`src/umx_cfg.svh`:
```
// offsets, field positions, reset values and counts of the extended-mode control
// assumes byte-wide registers reached at their printed offsets over a plain port
`ifndef UMX_CFG_SVH
`define UMX_CFG_SVH

// ----------------------------------------------------------------
// register offsets
// ----------------------------------------------------------------
`define UMX_OFS_BAUD_FIRST    4'h2
`define UMX_OFS_BAUD_SECOND   4'h3
`define UMX_OFS_BREAK_NODE    4'h7
`define UMX_OFS_SPECIAL_MODE  4'h8
`define UMX_OFS_LIN_SLAVE     4'h9
`define UMX_OFS_GUARD_TIME    4'hA
`define UMX_OFS_PRESCALER     4'hB
`define UMX_OFS_GUARD_TIME_U1 4'h9
`define UMX_OFS_PRESCALER_U1  4'hA

// ----------------------------------------------------------------
// field positions
// ----------------------------------------------------------------
`define UMX_BIT_BREAK_LEN     5
`define UMX_BIT_SMARTCARD     5
`define UMX_BIT_NACK          4
`define UMX_BIT_HALF_DUPLEX   3
`define UMX_BIT_IRDA_LP       2
`define UMX_BIT_IRDA_EN       1
`define UMX_BIT_DIV_METHOD    7
`define UMX_BIT_LIN_SLAVE     5
`define UMX_BIT_AUTO_RESYNC   4
`define UMX_BIT_HDR_IRQ_EN    2
`define UMX_BIT_HDR_FLAG      1
`define UMX_BIT_SYNC_FLAG     0
`define UMX_SC_PSC_MSB        4

// ----------------------------------------------------------------
// reset values and counts
// ----------------------------------------------------------------
`define UMX_RST_BYTE          8'h00
`define UMX_RST_DIV           16'h0000
`define UMX_BREAK_BITS_SHORT  5'h0A
`define UMX_BREAK_BITS_LONG   5'h0B
`define UMX_SYNC_EDGES        3'h5
`define UMX_SYNC_BITS_LOG2    3

`endif

```
`src/umx_pkg.sv`:
```
// types shared by the extended-mode control and its users
// assumes the constants header is included where numbers are needed
package umx_pkg;

   // lin header tracking, one-hot
   typedef enum logic [2:0] {
      UMX_IDLE  = 3'b001,
      UMX_SYNC  = 3'b010,
      UMX_IDENT = 3'b100
   } umx_lin_state_e;

   // mode levels handed to the serial datapath
   typedef struct packed {
      logic half_duplex;
      logic smartcard;
      logic irda;
      logic irda_low_power;
      logic lin_slave;
      logic auto_resync;
   } umx_mode_s;

endpackage : umx_pkg

```
`src/umx_ctrl.sv`:
```
// extended-mode control of a byte-wide uart: smartcard, irda, half duplex,
// guard time, prescaler and lin slave header tracking
// assumes the core datapath reports received characters, parity errors and
// transmit completion as one-cycle pulses on this clock
//
// Added by the designer: the address-and-strobe port.
`include "umx_cfg.svh"
`timescale 1ns/100ps
`default_nettype none

module umx_ctrl #(
   parameter bit FIRST_INSTANCE  = 1'b0,
   parameter bit HAS_HALF_DUPLEX = 1'b1
) (
   input  wire logic             core_clk_i,
   input  wire logic             nrst_i,
   input  wire logic [3:0]       reg_addr_i,
   input  wire logic [7:0]       reg_wdata_i,
   input  wire logic             reg_wr_i,
   input  wire logic             reg_rd_i,
   output var  logic [7:0]       reg_rdata_o,
   input  wire logic             receive_data_line_i,
   input  wire logic             rx_char_done_i,
   input  wire logic             parity_error_i,
   input  wire logic             tx_done_i,
   output var  umx_pkg::umx_mode_s mode_o,
   output var  logic [15:0]      lin_baud_divider_o,
   output var  logic             baud_tick_o,
   output var  logic             nack_o,
   output var  logic             transmission_complete_set_o,
   output var  logic             card_clk_o,
   output var  logic             irda_lp_tick_o,
   output var  logic             header_irq_o
);
   import umx_pkg::*;

   // ----------------------------------------------------------------
   // helpers
   // ----------------------------------------------------------------
   // a zero divider would stall the counters, so it counts as one
   function automatic logic [15:0] div_or_one(input logic [15:0] v);
      div_or_one = (v == 16'h0000) ? 16'h0001 : v;
   endfunction : div_or_one

   // ----------------------------------------------------------------
   // storage
   // ----------------------------------------------------------------
   logic [7:0]     baud_first_reg;
   logic [7:0]     baud_second_reg;
   logic           break_len_reg;
   logic           smartcard_reg;
   logic           nack_en_reg;
   logic           half_duplex_reg;
   logic           irda_lp_reg;
   logic           irda_en_reg;
   logic           div_method_reg;
   logic           lin_slave_reg;
   logic           auto_resync_reg;
   logic           hdr_irq_en_reg;
   logic           hdr_flag_reg;
   logic           sync_flag_reg;
   logic [7:0]     guard_time_reg;
   logic [7:0]     prescaler_reg;
   logic [7:0]     rdata_reg;
   logic [15:0]    lin_div_reg;
   logic           div_pending_reg;
   logic [15:0]    baud_cnt_reg;
   logic           baud_tick_reg;
   logic           rx_prev_reg;
   logic [4:0]     low_bits_reg;
   logic           break_seen_reg;
   umx_lin_state_e lin_state_reg;
   logic [2:0]     edge_cnt_reg;
   logic [18:0]    sync_cnt_reg;
   logic           resync_load;
   logic [15:0]    measured_div;
   logic           break_detect;
   logic [7:0]     gt_cnt_reg;
   logic           gt_busy_reg;
   logic           tc_set_reg;
   logic           nack_reg;
   logic [7:0]     psc_cnt_reg;
   logic           card_clk_reg;
   logic           irda_tick_reg;
   umx_mode_s      mode_reg;

   // ----------------------------------------------------------------
   // address decode
   // ----------------------------------------------------------------
   logic       has_lin;
   logic [3:0] ofs_guard;
   logic [3:0] ofs_psc;
   logic       wr_first;
   logic       wr_second;
   logic       wr_break;
   logic       wr_special;
   logic       wr_lin;
   logic       wr_guard;
   logic       wr_psc;
   logic       falling;

   assign has_lin    = !FIRST_INSTANCE;
   assign ofs_guard  = FIRST_INSTANCE ? `UMX_OFS_GUARD_TIME_U1 : `UMX_OFS_GUARD_TIME;
   assign ofs_psc    = FIRST_INSTANCE ? `UMX_OFS_PRESCALER_U1 : `UMX_OFS_PRESCALER;
   assign wr_first   = reg_wr_i && (reg_addr_i == `UMX_OFS_BAUD_FIRST);
   assign wr_second  = reg_wr_i && (reg_addr_i == `UMX_OFS_BAUD_SECOND);
   assign wr_break   = reg_wr_i && (reg_addr_i == `UMX_OFS_BREAK_NODE);
   assign wr_special = reg_wr_i && (reg_addr_i == `UMX_OFS_SPECIAL_MODE);
   assign wr_lin     = reg_wr_i && has_lin && (reg_addr_i == `UMX_OFS_LIN_SLAVE);
   assign wr_guard   = reg_wr_i && (reg_addr_i == ofs_guard);
   assign wr_psc     = reg_wr_i && (reg_addr_i == ofs_psc);
   assign falling    = rx_prev_reg && !receive_data_line_i;

   // ----------------------------------------------------------------
   // software controls
   // ----------------------------------------------------------------
   // reserved bits are not stored and read back as zero
   always_ff @(posedge core_clk_i or negedge nrst_i) begin
      if (!nrst_i) begin
         baud_first_reg  <= `UMX_RST_BYTE;
         baud_second_reg <= `UMX_RST_BYTE;
         break_len_reg   <= 1'b0;
         smartcard_reg   <= 1'b0;
         nack_en_reg     <= 1'b0;
         half_duplex_reg <= 1'b0;
         irda_lp_reg     <= 1'b0;
         irda_en_reg     <= 1'b0;
         lin_slave_reg   <= 1'b0;
         auto_resync_reg <= 1'b0;
         hdr_irq_en_reg  <= 1'b0;
         guard_time_reg  <= `UMX_RST_BYTE;
         prescaler_reg   <= `UMX_RST_BYTE;
      end else begin
         if (wr_first) baud_first_reg <= reg_wdata_i;
         if (wr_second) baud_second_reg <= reg_wdata_i;
         if (wr_break) break_len_reg <= reg_wdata_i[`UMX_BIT_BREAK_LEN];
         if (wr_special) begin
            smartcard_reg   <= reg_wdata_i[`UMX_BIT_SMARTCARD];
            nack_en_reg     <= reg_wdata_i[`UMX_BIT_NACK];
            half_duplex_reg <= HAS_HALF_DUPLEX && reg_wdata_i[`UMX_BIT_HALF_DUPLEX];
            irda_lp_reg     <= reg_wdata_i[`UMX_BIT_IRDA_LP];
            irda_en_reg     <= reg_wdata_i[`UMX_BIT_IRDA_EN];
         end
         if (wr_lin) begin
            lin_slave_reg   <= reg_wdata_i[`UMX_BIT_LIN_SLAVE];
            auto_resync_reg <= reg_wdata_i[`UMX_BIT_AUTO_RESYNC];
            hdr_irq_en_reg  <= reg_wdata_i[`UMX_BIT_HDR_IRQ_EN];
         end
         if (wr_guard) guard_time_reg <= reg_wdata_i;
         if (wr_psc) prescaler_reg <= reg_wdata_i;
      end
   end

   // ----------------------------------------------------------------
   // read port
   // ----------------------------------------------------------------
   // data stand only in the cycle after the strobe, zero elsewhere
   always_ff @(posedge core_clk_i or negedge nrst_i) begin
      if (!nrst_i) begin
         rdata_reg <= `UMX_RST_BYTE;
      end else if (!reg_rd_i) begin
         rdata_reg <= `UMX_RST_BYTE;
      end else if (reg_addr_i == `UMX_OFS_BAUD_FIRST) begin
         rdata_reg <= baud_first_reg;
      end else if (reg_addr_i == `UMX_OFS_BAUD_SECOND) begin
         rdata_reg <= baud_second_reg;
      end else if (reg_addr_i == `UMX_OFS_BREAK_NODE) begin
         rdata_reg <= 8'(break_len_reg) << `UMX_BIT_BREAK_LEN;
      end else if (reg_addr_i == `UMX_OFS_SPECIAL_MODE) begin
         rdata_reg <= (8'(smartcard_reg) << `UMX_BIT_SMARTCARD) | (8'(nack_en_reg) << `UMX_BIT_NACK)
                    | (8'(half_duplex_reg) << `UMX_BIT_HALF_DUPLEX) | (8'(irda_lp_reg) << `UMX_BIT_IRDA_LP)
                    | (8'(irda_en_reg) << `UMX_BIT_IRDA_EN);
      end else if (has_lin && reg_addr_i == `UMX_OFS_LIN_SLAVE) begin
         rdata_reg <= (8'(div_method_reg) << `UMX_BIT_DIV_METHOD) | (8'(lin_slave_reg) << `UMX_BIT_LIN_SLAVE)
                    | (8'(auto_resync_reg) << `UMX_BIT_AUTO_RESYNC) | (8'(hdr_irq_en_reg) << `UMX_BIT_HDR_IRQ_EN)
                    | (8'(hdr_flag_reg) << `UMX_BIT_HDR_FLAG) | (8'(sync_flag_reg) << `UMX_BIT_SYNC_FLAG);
      end else if (reg_addr_i == ofs_guard) begin
         rdata_reg <= guard_time_reg;
      end else if (reg_addr_i == ofs_psc) begin
         rdata_reg <= prescaler_reg;
      end else begin
         rdata_reg <= `UMX_RST_BYTE;
      end
   end

   // ----------------------------------------------------------------
   // lin baud divider
   // ----------------------------------------------------------------
   // the measured rate wins over a software load in the same cycle
   always_ff @(posedge core_clk_i or negedge nrst_i) begin
      if (!nrst_i) begin
         lin_div_reg     <= `UMX_RST_DIV;
         div_pending_reg <= 1'b0;
      end else if (resync_load) begin
         lin_div_reg     <= measured_div;
         div_pending_reg <= 1'b0;
      end else if (wr_first && !div_method_reg) begin
         lin_div_reg <= {baud_second_reg[7:4], reg_wdata_i, baud_second_reg[3:0]};
      end else if (wr_first) begin
         div_pending_reg <= 1'b1;
      end else if (div_pending_reg && rx_char_done_i) begin
         lin_div_reg     <= {baud_second_reg[7:4], baud_first_reg, baud_second_reg[3:0]};
         div_pending_reg <= 1'b0;
      end
   end

   // method bit: software writes it, hardware drops it after a resync load
   always_ff @(posedge core_clk_i or negedge nrst_i) begin
      if (!nrst_i) begin
         div_method_reg <= 1'b0;
      end else if (resync_load) begin
         div_method_reg <= 1'b0;
      end else if (wr_lin) begin
         div_method_reg <= reg_wdata_i[`UMX_BIT_DIV_METHOD];
      end
   end

   // bit-time tick, one system clock per divider count
   always_ff @(posedge core_clk_i or negedge nrst_i) begin
      if (!nrst_i) begin
         baud_cnt_reg  <= `UMX_RST_DIV;
         baud_tick_reg <= 1'b0;
      end else if (baud_cnt_reg + 16'h0001 >= div_or_one(lin_div_reg)) begin
         baud_cnt_reg  <= `UMX_RST_DIV;
         baud_tick_reg <= 1'b1;
      end else begin
         baud_cnt_reg  <= baud_cnt_reg + 16'h0001;
         baud_tick_reg <= 1'b0;
      end
   end

   // ----------------------------------------------------------------
   // break detection
   // ----------------------------------------------------------------
   // counts whole bit times of low line; one detection per low period
   assign break_detect = lin_slave_reg && has_lin && !break_seen_reg && baud_tick_reg && !receive_data_line_i
                         && (low_bits_reg + 5'h01 == (break_len_reg ? `UMX_BREAK_BITS_LONG
                                                                    : `UMX_BREAK_BITS_SHORT));

   always_ff @(posedge core_clk_i or negedge nrst_i) begin
      if (!nrst_i) begin
         rx_prev_reg    <= 1'b1;
         low_bits_reg   <= 5'h00;
         break_seen_reg <= 1'b0;
      end else begin
         rx_prev_reg <= receive_data_line_i;
         if (receive_data_line_i) begin
            low_bits_reg   <= 5'h00;
            break_seen_reg <= 1'b0;
         end else if (break_detect) begin
            break_seen_reg <= 1'b1;
         end else if (baud_tick_reg && !break_seen_reg) begin
            low_bits_reg <= low_bits_reg + 5'h01;
         end
      end
   end

   // ----------------------------------------------------------------
   // header tracking
   // ----------------------------------------------------------------
   // five falling edges of the sync byte span eight bit times
   assign measured_div = sync_cnt_reg[15 + `UMX_SYNC_BITS_LOG2 : `UMX_SYNC_BITS_LOG2];
   assign resync_load  = (lin_state_reg == UMX_SYNC) && auto_resync_reg && falling
                         && (edge_cnt_reg + 3'h1 == `UMX_SYNC_EDGES);

   always_ff @(posedge core_clk_i or negedge nrst_i) begin
      if (!nrst_i) begin
         lin_state_reg <= UMX_IDLE;
         edge_cnt_reg  <= 3'h0;
         sync_cnt_reg  <= 19'h00000;
      end else if (break_detect) begin
         lin_state_reg <= UMX_SYNC;
         edge_cnt_reg  <= 3'h0;
         sync_cnt_reg  <= 19'h00000;
      end else begin
         unique case (lin_state_reg)
            UMX_IDLE: begin
               edge_cnt_reg <= 3'h0;
            end
            UMX_SYNC: begin
               if (wr_lin && !reg_wdata_i[`UMX_BIT_SYNC_FLAG]) begin
                  lin_state_reg <= UMX_IDLE;
               end else if (resync_load) begin
                  lin_state_reg <= UMX_IDENT;
               end else if (auto_resync_reg) begin
                  if (falling) edge_cnt_reg <= edge_cnt_reg + 3'h1;
                  // the first edge counts too, so the span is the whole eight bit times
                  if (edge_cnt_reg != 3'h0 || falling) sync_cnt_reg <= sync_cnt_reg + 19'h00001;
               end else if (rx_char_done_i) begin
                  lin_state_reg <= UMX_IDENT;
               end
            end
            UMX_IDENT: begin
               if (rx_char_done_i) lin_state_reg <= UMX_IDLE;
            end
            default: begin
               lin_state_reg <= UMX_IDLE;
            end
         endcase
      end
   end

   // sync flag: set at break, dropped when analysis ends or software writes zero
   always_ff @(posedge core_clk_i or negedge nrst_i) begin
      if (!nrst_i) begin
         sync_flag_reg <= 1'b0;
      end else if (break_detect) begin
         sync_flag_reg <= 1'b1;
      end else if (lin_state_reg == UMX_SYNC && (resync_load || (!auto_resync_reg && rx_char_done_i))) begin
         sync_flag_reg <= 1'b0;
      end else if (wr_lin && !reg_wdata_i[`UMX_BIT_SYNC_FLAG]) begin
         sync_flag_reg <= 1'b0;
      end
   end

   // header flag: a set in the clearing cycle wins
   always_ff @(posedge core_clk_i or negedge nrst_i) begin
      if (!nrst_i) begin
         hdr_flag_reg <= 1'b0;
      end else if (lin_state_reg == UMX_IDENT && rx_char_done_i) begin
         hdr_flag_reg <= 1'b1;
      end else if (wr_lin && !reg_wdata_i[`UMX_BIT_HDR_FLAG]) begin
         hdr_flag_reg <= 1'b0;
      end
   end

   // ----------------------------------------------------------------
   // smartcard guard time and nack
   // ----------------------------------------------------------------
   // completion is held back by the guard count of bit ticks
   always_ff @(posedge core_clk_i or negedge nrst_i) begin
      if (!nrst_i) begin
         gt_cnt_reg  <= `UMX_RST_BYTE;
         gt_busy_reg <= 1'b0;
         tc_set_reg  <= 1'b0;
      end else if (tx_done_i && (!smartcard_reg || guard_time_reg == 8'h00)) begin
         gt_busy_reg <= 1'b0;
         tc_set_reg  <= 1'b1;
      end else if (tx_done_i) begin
         gt_cnt_reg  <= guard_time_reg;
         gt_busy_reg <= 1'b1;
         tc_set_reg  <= 1'b0;
      end else if (gt_busy_reg && baud_tick_reg) begin
         gt_cnt_reg  <= gt_cnt_reg - 8'h01;
         gt_busy_reg <= (gt_cnt_reg != 8'h01);
         tc_set_reg  <= (gt_cnt_reg == 8'h01);
      end else begin
         tc_set_reg <= 1'b0;
      end
   end

   // nack request is a one-cycle pulse to the transmitter
   always_ff @(posedge core_clk_i or negedge nrst_i) begin
      if (!nrst_i) begin
         nack_reg <= 1'b0;
      end else begin
         nack_reg <= smartcard_reg && nack_en_reg && parity_error_i;
      end
   end

   // ----------------------------------------------------------------
   // prescaler
   // ----------------------------------------------------------------
   // one counter serves both uses; smartcard takes priority when both are on
   always_ff @(posedge core_clk_i or negedge nrst_i) begin
      if (!nrst_i) begin
         psc_cnt_reg   <= `UMX_RST_BYTE;
         card_clk_reg  <= 1'b0;
         irda_tick_reg <= 1'b0;
      end else if (smartcard_reg) begin
         irda_tick_reg <= 1'b0;
         if (16'(psc_cnt_reg) + 16'h0001 >= div_or_one(16'(prescaler_reg[`UMX_SC_PSC_MSB:0]))) begin
            psc_cnt_reg  <= `UMX_RST_BYTE;
            card_clk_reg <= !card_clk_reg;
         end else begin
            psc_cnt_reg <= psc_cnt_reg + 8'h01;
         end
      end else if (irda_en_reg && irda_lp_reg) begin
         card_clk_reg <= 1'b0;
         if (16'(psc_cnt_reg) + 16'h0001 >= div_or_one(16'(prescaler_reg))) begin
            psc_cnt_reg   <= `UMX_RST_BYTE;
            irda_tick_reg <= 1'b1;
         end else begin
            psc_cnt_reg   <= psc_cnt_reg + 8'h01;
            irda_tick_reg <= 1'b0;
         end
      end else begin
         psc_cnt_reg   <= `UMX_RST_BYTE;
         card_clk_reg  <= 1'b0;
         irda_tick_reg <= 1'b0;
      end
   end

   // ----------------------------------------------------------------
   // mode levels and interrupt
   // ----------------------------------------------------------------
   always_ff @(posedge core_clk_i or negedge nrst_i) begin
      if (!nrst_i) begin
         mode_reg     <= '0;
         header_irq_o <= 1'b0;
      end else begin
         mode_reg.half_duplex    <= half_duplex_reg;
         mode_reg.smartcard      <= smartcard_reg;
         mode_reg.irda           <= irda_en_reg;
         mode_reg.irda_low_power <= irda_lp_reg;
         mode_reg.lin_slave      <= lin_slave_reg;
         mode_reg.auto_resync    <= auto_resync_reg;
         header_irq_o            <= hdr_flag_reg && hdr_irq_en_reg;
      end
   end

   // all outputs below come straight from flip-flops
   assign reg_rdata_o                 = rdata_reg;
   assign mode_o                      = mode_reg;
   assign lin_baud_divider_o          = lin_div_reg;
   assign baud_tick_o                 = baud_tick_reg;
   assign nack_o                      = nack_reg;
   assign transmission_complete_set_o = tc_set_reg;
   assign card_clk_o                  = card_clk_reg;
   assign irda_lp_tick_o              = irda_tick_reg;

endmodule : umx_ctrl

`default_nettype wire

```
`config.mk`:
```
export PLATFORM = sky130hd
export DESIGN_NAME = umx_ctrl
export DESIGN_NICKNAME = d
export VERILOG_FILES = /design/src/umx_pkg.sv /design/src/umx_ctrl.sv
export VERILOG_INCLUDE_DIRS = /design/src
export SDC_FILE = /design/constraint.sdc
export NUM_CORES = 1
export LEC_CHECK = 0
export BUFFER_PORTS_ARGS = -buffer_cell sky130_fd_sc_hd__buf_2
export CAP_MARGIN = 5
export CORE_UTILIZATION = 40
export DETAILED_ROUTE_END_ITERATION = 10
export PLACE_DENSITY_LB_ADDON = 0.1
export REMOVE_ABC_BUFFERS = 1
export SETUP_SLACK_MARGIN = 0.15
export SLEW_MARGIN = 15
export SYNTH_ARGS = -nofsm -noshare
export SYNTH_HDL_FRONTEND = slang
export SYNTH_SLANG_ARGS = --single-unit
```
`constraint.sdc`:
```
create_clock -name core_clk_i -period 2.8 [get_ports core_clk_i]
set_input_delay 0.14 -clock core_clk_i [delete_from_list [all_inputs] [get_ports core_clk_i]]
set_output_delay 0.14 -clock core_clk_i [all_outputs]
set_load 0.05 [all_outputs]
```
==> results.md <==
* Run status: complete, no violations
* Clock Tree Root: clkbuf_16
* Layout Utilization at roughly half
* Die Y at between 100 and 150 um
* Setup TNS at 0 ps
* # Max-Cap Violations at 0
* GRT Util Overall at between 20% and 30%
* Post-synthesis cell area at approximately 8000 sq um
* Setup CP Type: reg2reg
* Synth top area cells: dfrtp_1 46%, ha_1 5.9%, mux2_2 5.7%
* Drt pass-1 iters at 5
* Post-synthesis sequential area ratio at a little under half
* Distinct cells, synth at 74
* First-pass GRT wire length at 32500 um
* Design Power at around 7900 uW
* Yosys top cell area share at between 40% and 50%
* CTS buffer count at 17
* Antenna viol nets, final at 0
* RSZ-0062 raised after global routing: true
* Worst Hold Class: in2reg
* DR DRC count at 0
* Clk_lat worst skew at approximately 430 ps
* Worst setup SP type: register
* Worst path arrival time at around 3000 ps
* Share of cells above drive strength 1 at between 20% and 30%
* Yosys top cell by area: dfrtp_1
* Final hold viol count at 0
* Syn. warnings at 0
* CTS clk-pin slew, worst paths at around 60 ps
* Max Clock Skew at around 9.6 ps
* Area growth from synthesis to layout at 20.0%
* Final setup viols at 0
* Layout filler cell count at 1774
* #FFs+latches synth at between 100 and 150
* Nets at approximately 890
* F_max at a little under 0.4 GHz
* Final hold slack at 23.9 ps
* Vias/cell at approximately 5.5
* CP required at 3140 ps
* Clk sinks at between 100 and 150
* Worst slew margin at between 50 and 60%
* Initial DRC count at between 300 and 400
* Routability congestion estimate at roughly 0.8
* DR WL/cell at ~18 um
* Pin count of the biggest net entering global routing at 69
* Cell leakage power at approximately 0.0043 uW
* Starting Density at 41.4%
* Syn avg cell area at 10.3 sq um
* Maximum clock path buffer count at 2
* Global route overflow at 0
* IO Count at 56
* Placement Cell Area at 8490 sq um
* Fin crit period at about 2600 ps
* Async S/R FF share, synth at between 90% and 100%
* Worst-Margin Slew at around 680 ps
* Hpwl dp at 14500 um
* Max-slew violation count at 0
* Max VDD drop at 0.000386 V
* Post-synth EDFFs at 0
* CTS tree: done
* Routed via count at between 6000 and 7000
* Antenna violations before repair at 0
* Routed WL at a little over 20000 um
* Post-route cell area at roughly 9400 sq um
* Die extent in x at around 140 um
* Port bufs at 55
* Pwr Density at 836 nW/um^2
* Core Rows at 50
* Crit path max fanout at 8
* Die area at just over 20000 sq um
* Core Box Area at around 19000 sq um
* CTS H-tree lvls at 4
* Post-Synthesis Cells at around 760
* Largest register FFs at 19
* Vias in the first global route at 6039
* Main flop type after synthesis: dfrtp_1
* Final period utilization at between 90% and 100%
* Worst setup EP type: register
[cell usage after synthesis, types with 4 or more instances]
library cell / number
a21boi_0: 19
inv_1: 46
nand3b_1: 4
nor4_1: 6
and3_1: 12
mux2_2: 40
xnor2_1: 18
nor2_1: 33
a21oi_1: 37
nand3_1: 26
and2_1: 6
o211ai_1: 4
o21ai_0: 54
a22oi_1: 4
nand4_1: 10
mux4_2: 4
ha_1: 37
buf_2: 11
a211oi_1: 9
or3_1: 12
clkbuf_1: 14
and4_1: 6
xor2_1: 14
nor3b_1: 5
nor3_1: 11
a222oi_1: 5
nand2_1: 62
or4_1: 5
nor2b_1: 12
dfrtp_1: 144
a31oi_1: 4
mux2i_1: 19
nand2b_1: 8
[cell usage in the layout (no fill, tap or decap), drive strengths merged, types with 14 or more instances in the layout]
| cell | n |
|---|---|
| buf | 81 |
| ha | 37 |
| xnor2 | 18 |
| nand3 | 26 |
| mux2i | 19 |
| dfrtp | 144 |
| clkbuf | 23 |
| inv | 46 |
| mux2 | 40 |
| a21boi | 19 |
| nor2 | 33 |
| a21oi | 40 |
| or3 | 15 |
| nand2 | 62 |
| xor2 | 14 |
| o21ai | 55 |
[metrics by stage]
step	worst slack [ps]	std cells
2_1_floorplan	75.2	731
5_1_grt	102	1107
4_1_cts	153	1106
3_3_place_gp	128	1065
6_report	197	1108
3_5_place_dp	-108	1065
[power breakdown]
group	switching, uW	internal [uW]
clock network	886	1830
logic	1410	876
registers	397	2490
[area by class of cell]
type	count	area, sq um	share of cell area [%]
Sequential cell	146	3660	38.7
Clock inverter	9	224	2.37
Timing Repair Buffer	84	523	5.54
Clock buffer	23	478	5.06
Antenna cell	1	2.50	0.0265
Tap cell	260	325	3.45
Multi-Input combinational cell	539	4060	43.0
Inverter	46	173	1.83
[final timing paths]
kind                                                  end  slack [ps]  cells after the start                      from
max in group asynchronous  baud_second_reg[7]$_DFFE_PN0P_        1730                      3                    nrst_i
hold reg to reg                       mode_o[2]$_DFF_PN0_         440                      0   irda_lp_reg$_DFFE_PN0P_
min in group asynchronous      baud_cnt_reg[11]$_DFF_PN0_         310                      2                    nrst_i
hold / removal               prescaler_reg[6]$_DFFE_PN0P_          20                      3            reg_wdata_i[6]
setup / recovery                 psc_cnt_reg[4]$_DFF_PN0_         200                      9  psc_cnt_reg[3]$_DFF_PN0_
setup reg to reg                 psc_cnt_reg[4]$_DFF_PN0_         200                      9  psc_cnt_reg[3]$_DFF_PN0_
[cell families (layout without fill, tap and decap cells)]
logic type	Yosys count	count (layout)	share of synthesized area, %
flops	146	146	46.5
fa+ha+maj	37	37	5.88
simple gates	232	232	15.8
xor+xnor	32	32	3.56
buf+inv	76	162	4.17
compound gates	175	175	14.8
mux	63	63	9.29
other cells	0	1	0
[worst max-delay path, cell delays in order, from the launching register on]
cell	delay, ps
dfrtp_1	400
and3_1	220
and3_2	250
xor2_2	160
ha_1	320
a21oi_2	140
o22ai_1	100
a311o_1	340
or3_4	450
a21boi_1	140
[repair_timing]
item,4_1_cts,5_1_grt
gates resized for setup,12,40
hold endpoints to repair,67,0
endpoints found under the setup margin,21,25
hold buffers,3,0
buffers inserted,6,1
pin swaps,4,7
[layer usage]
layer	global-route usage (%)	part of all wire [%]	up-vias
li1	-	-	2911
met1	28.3	46	3004
met2	34.3	48	120
met3	4.21	3.5	30
met4	7.07	2.0	0
met5	0	0	-
No activity file was read; power rests on OpenSTA's default activity.
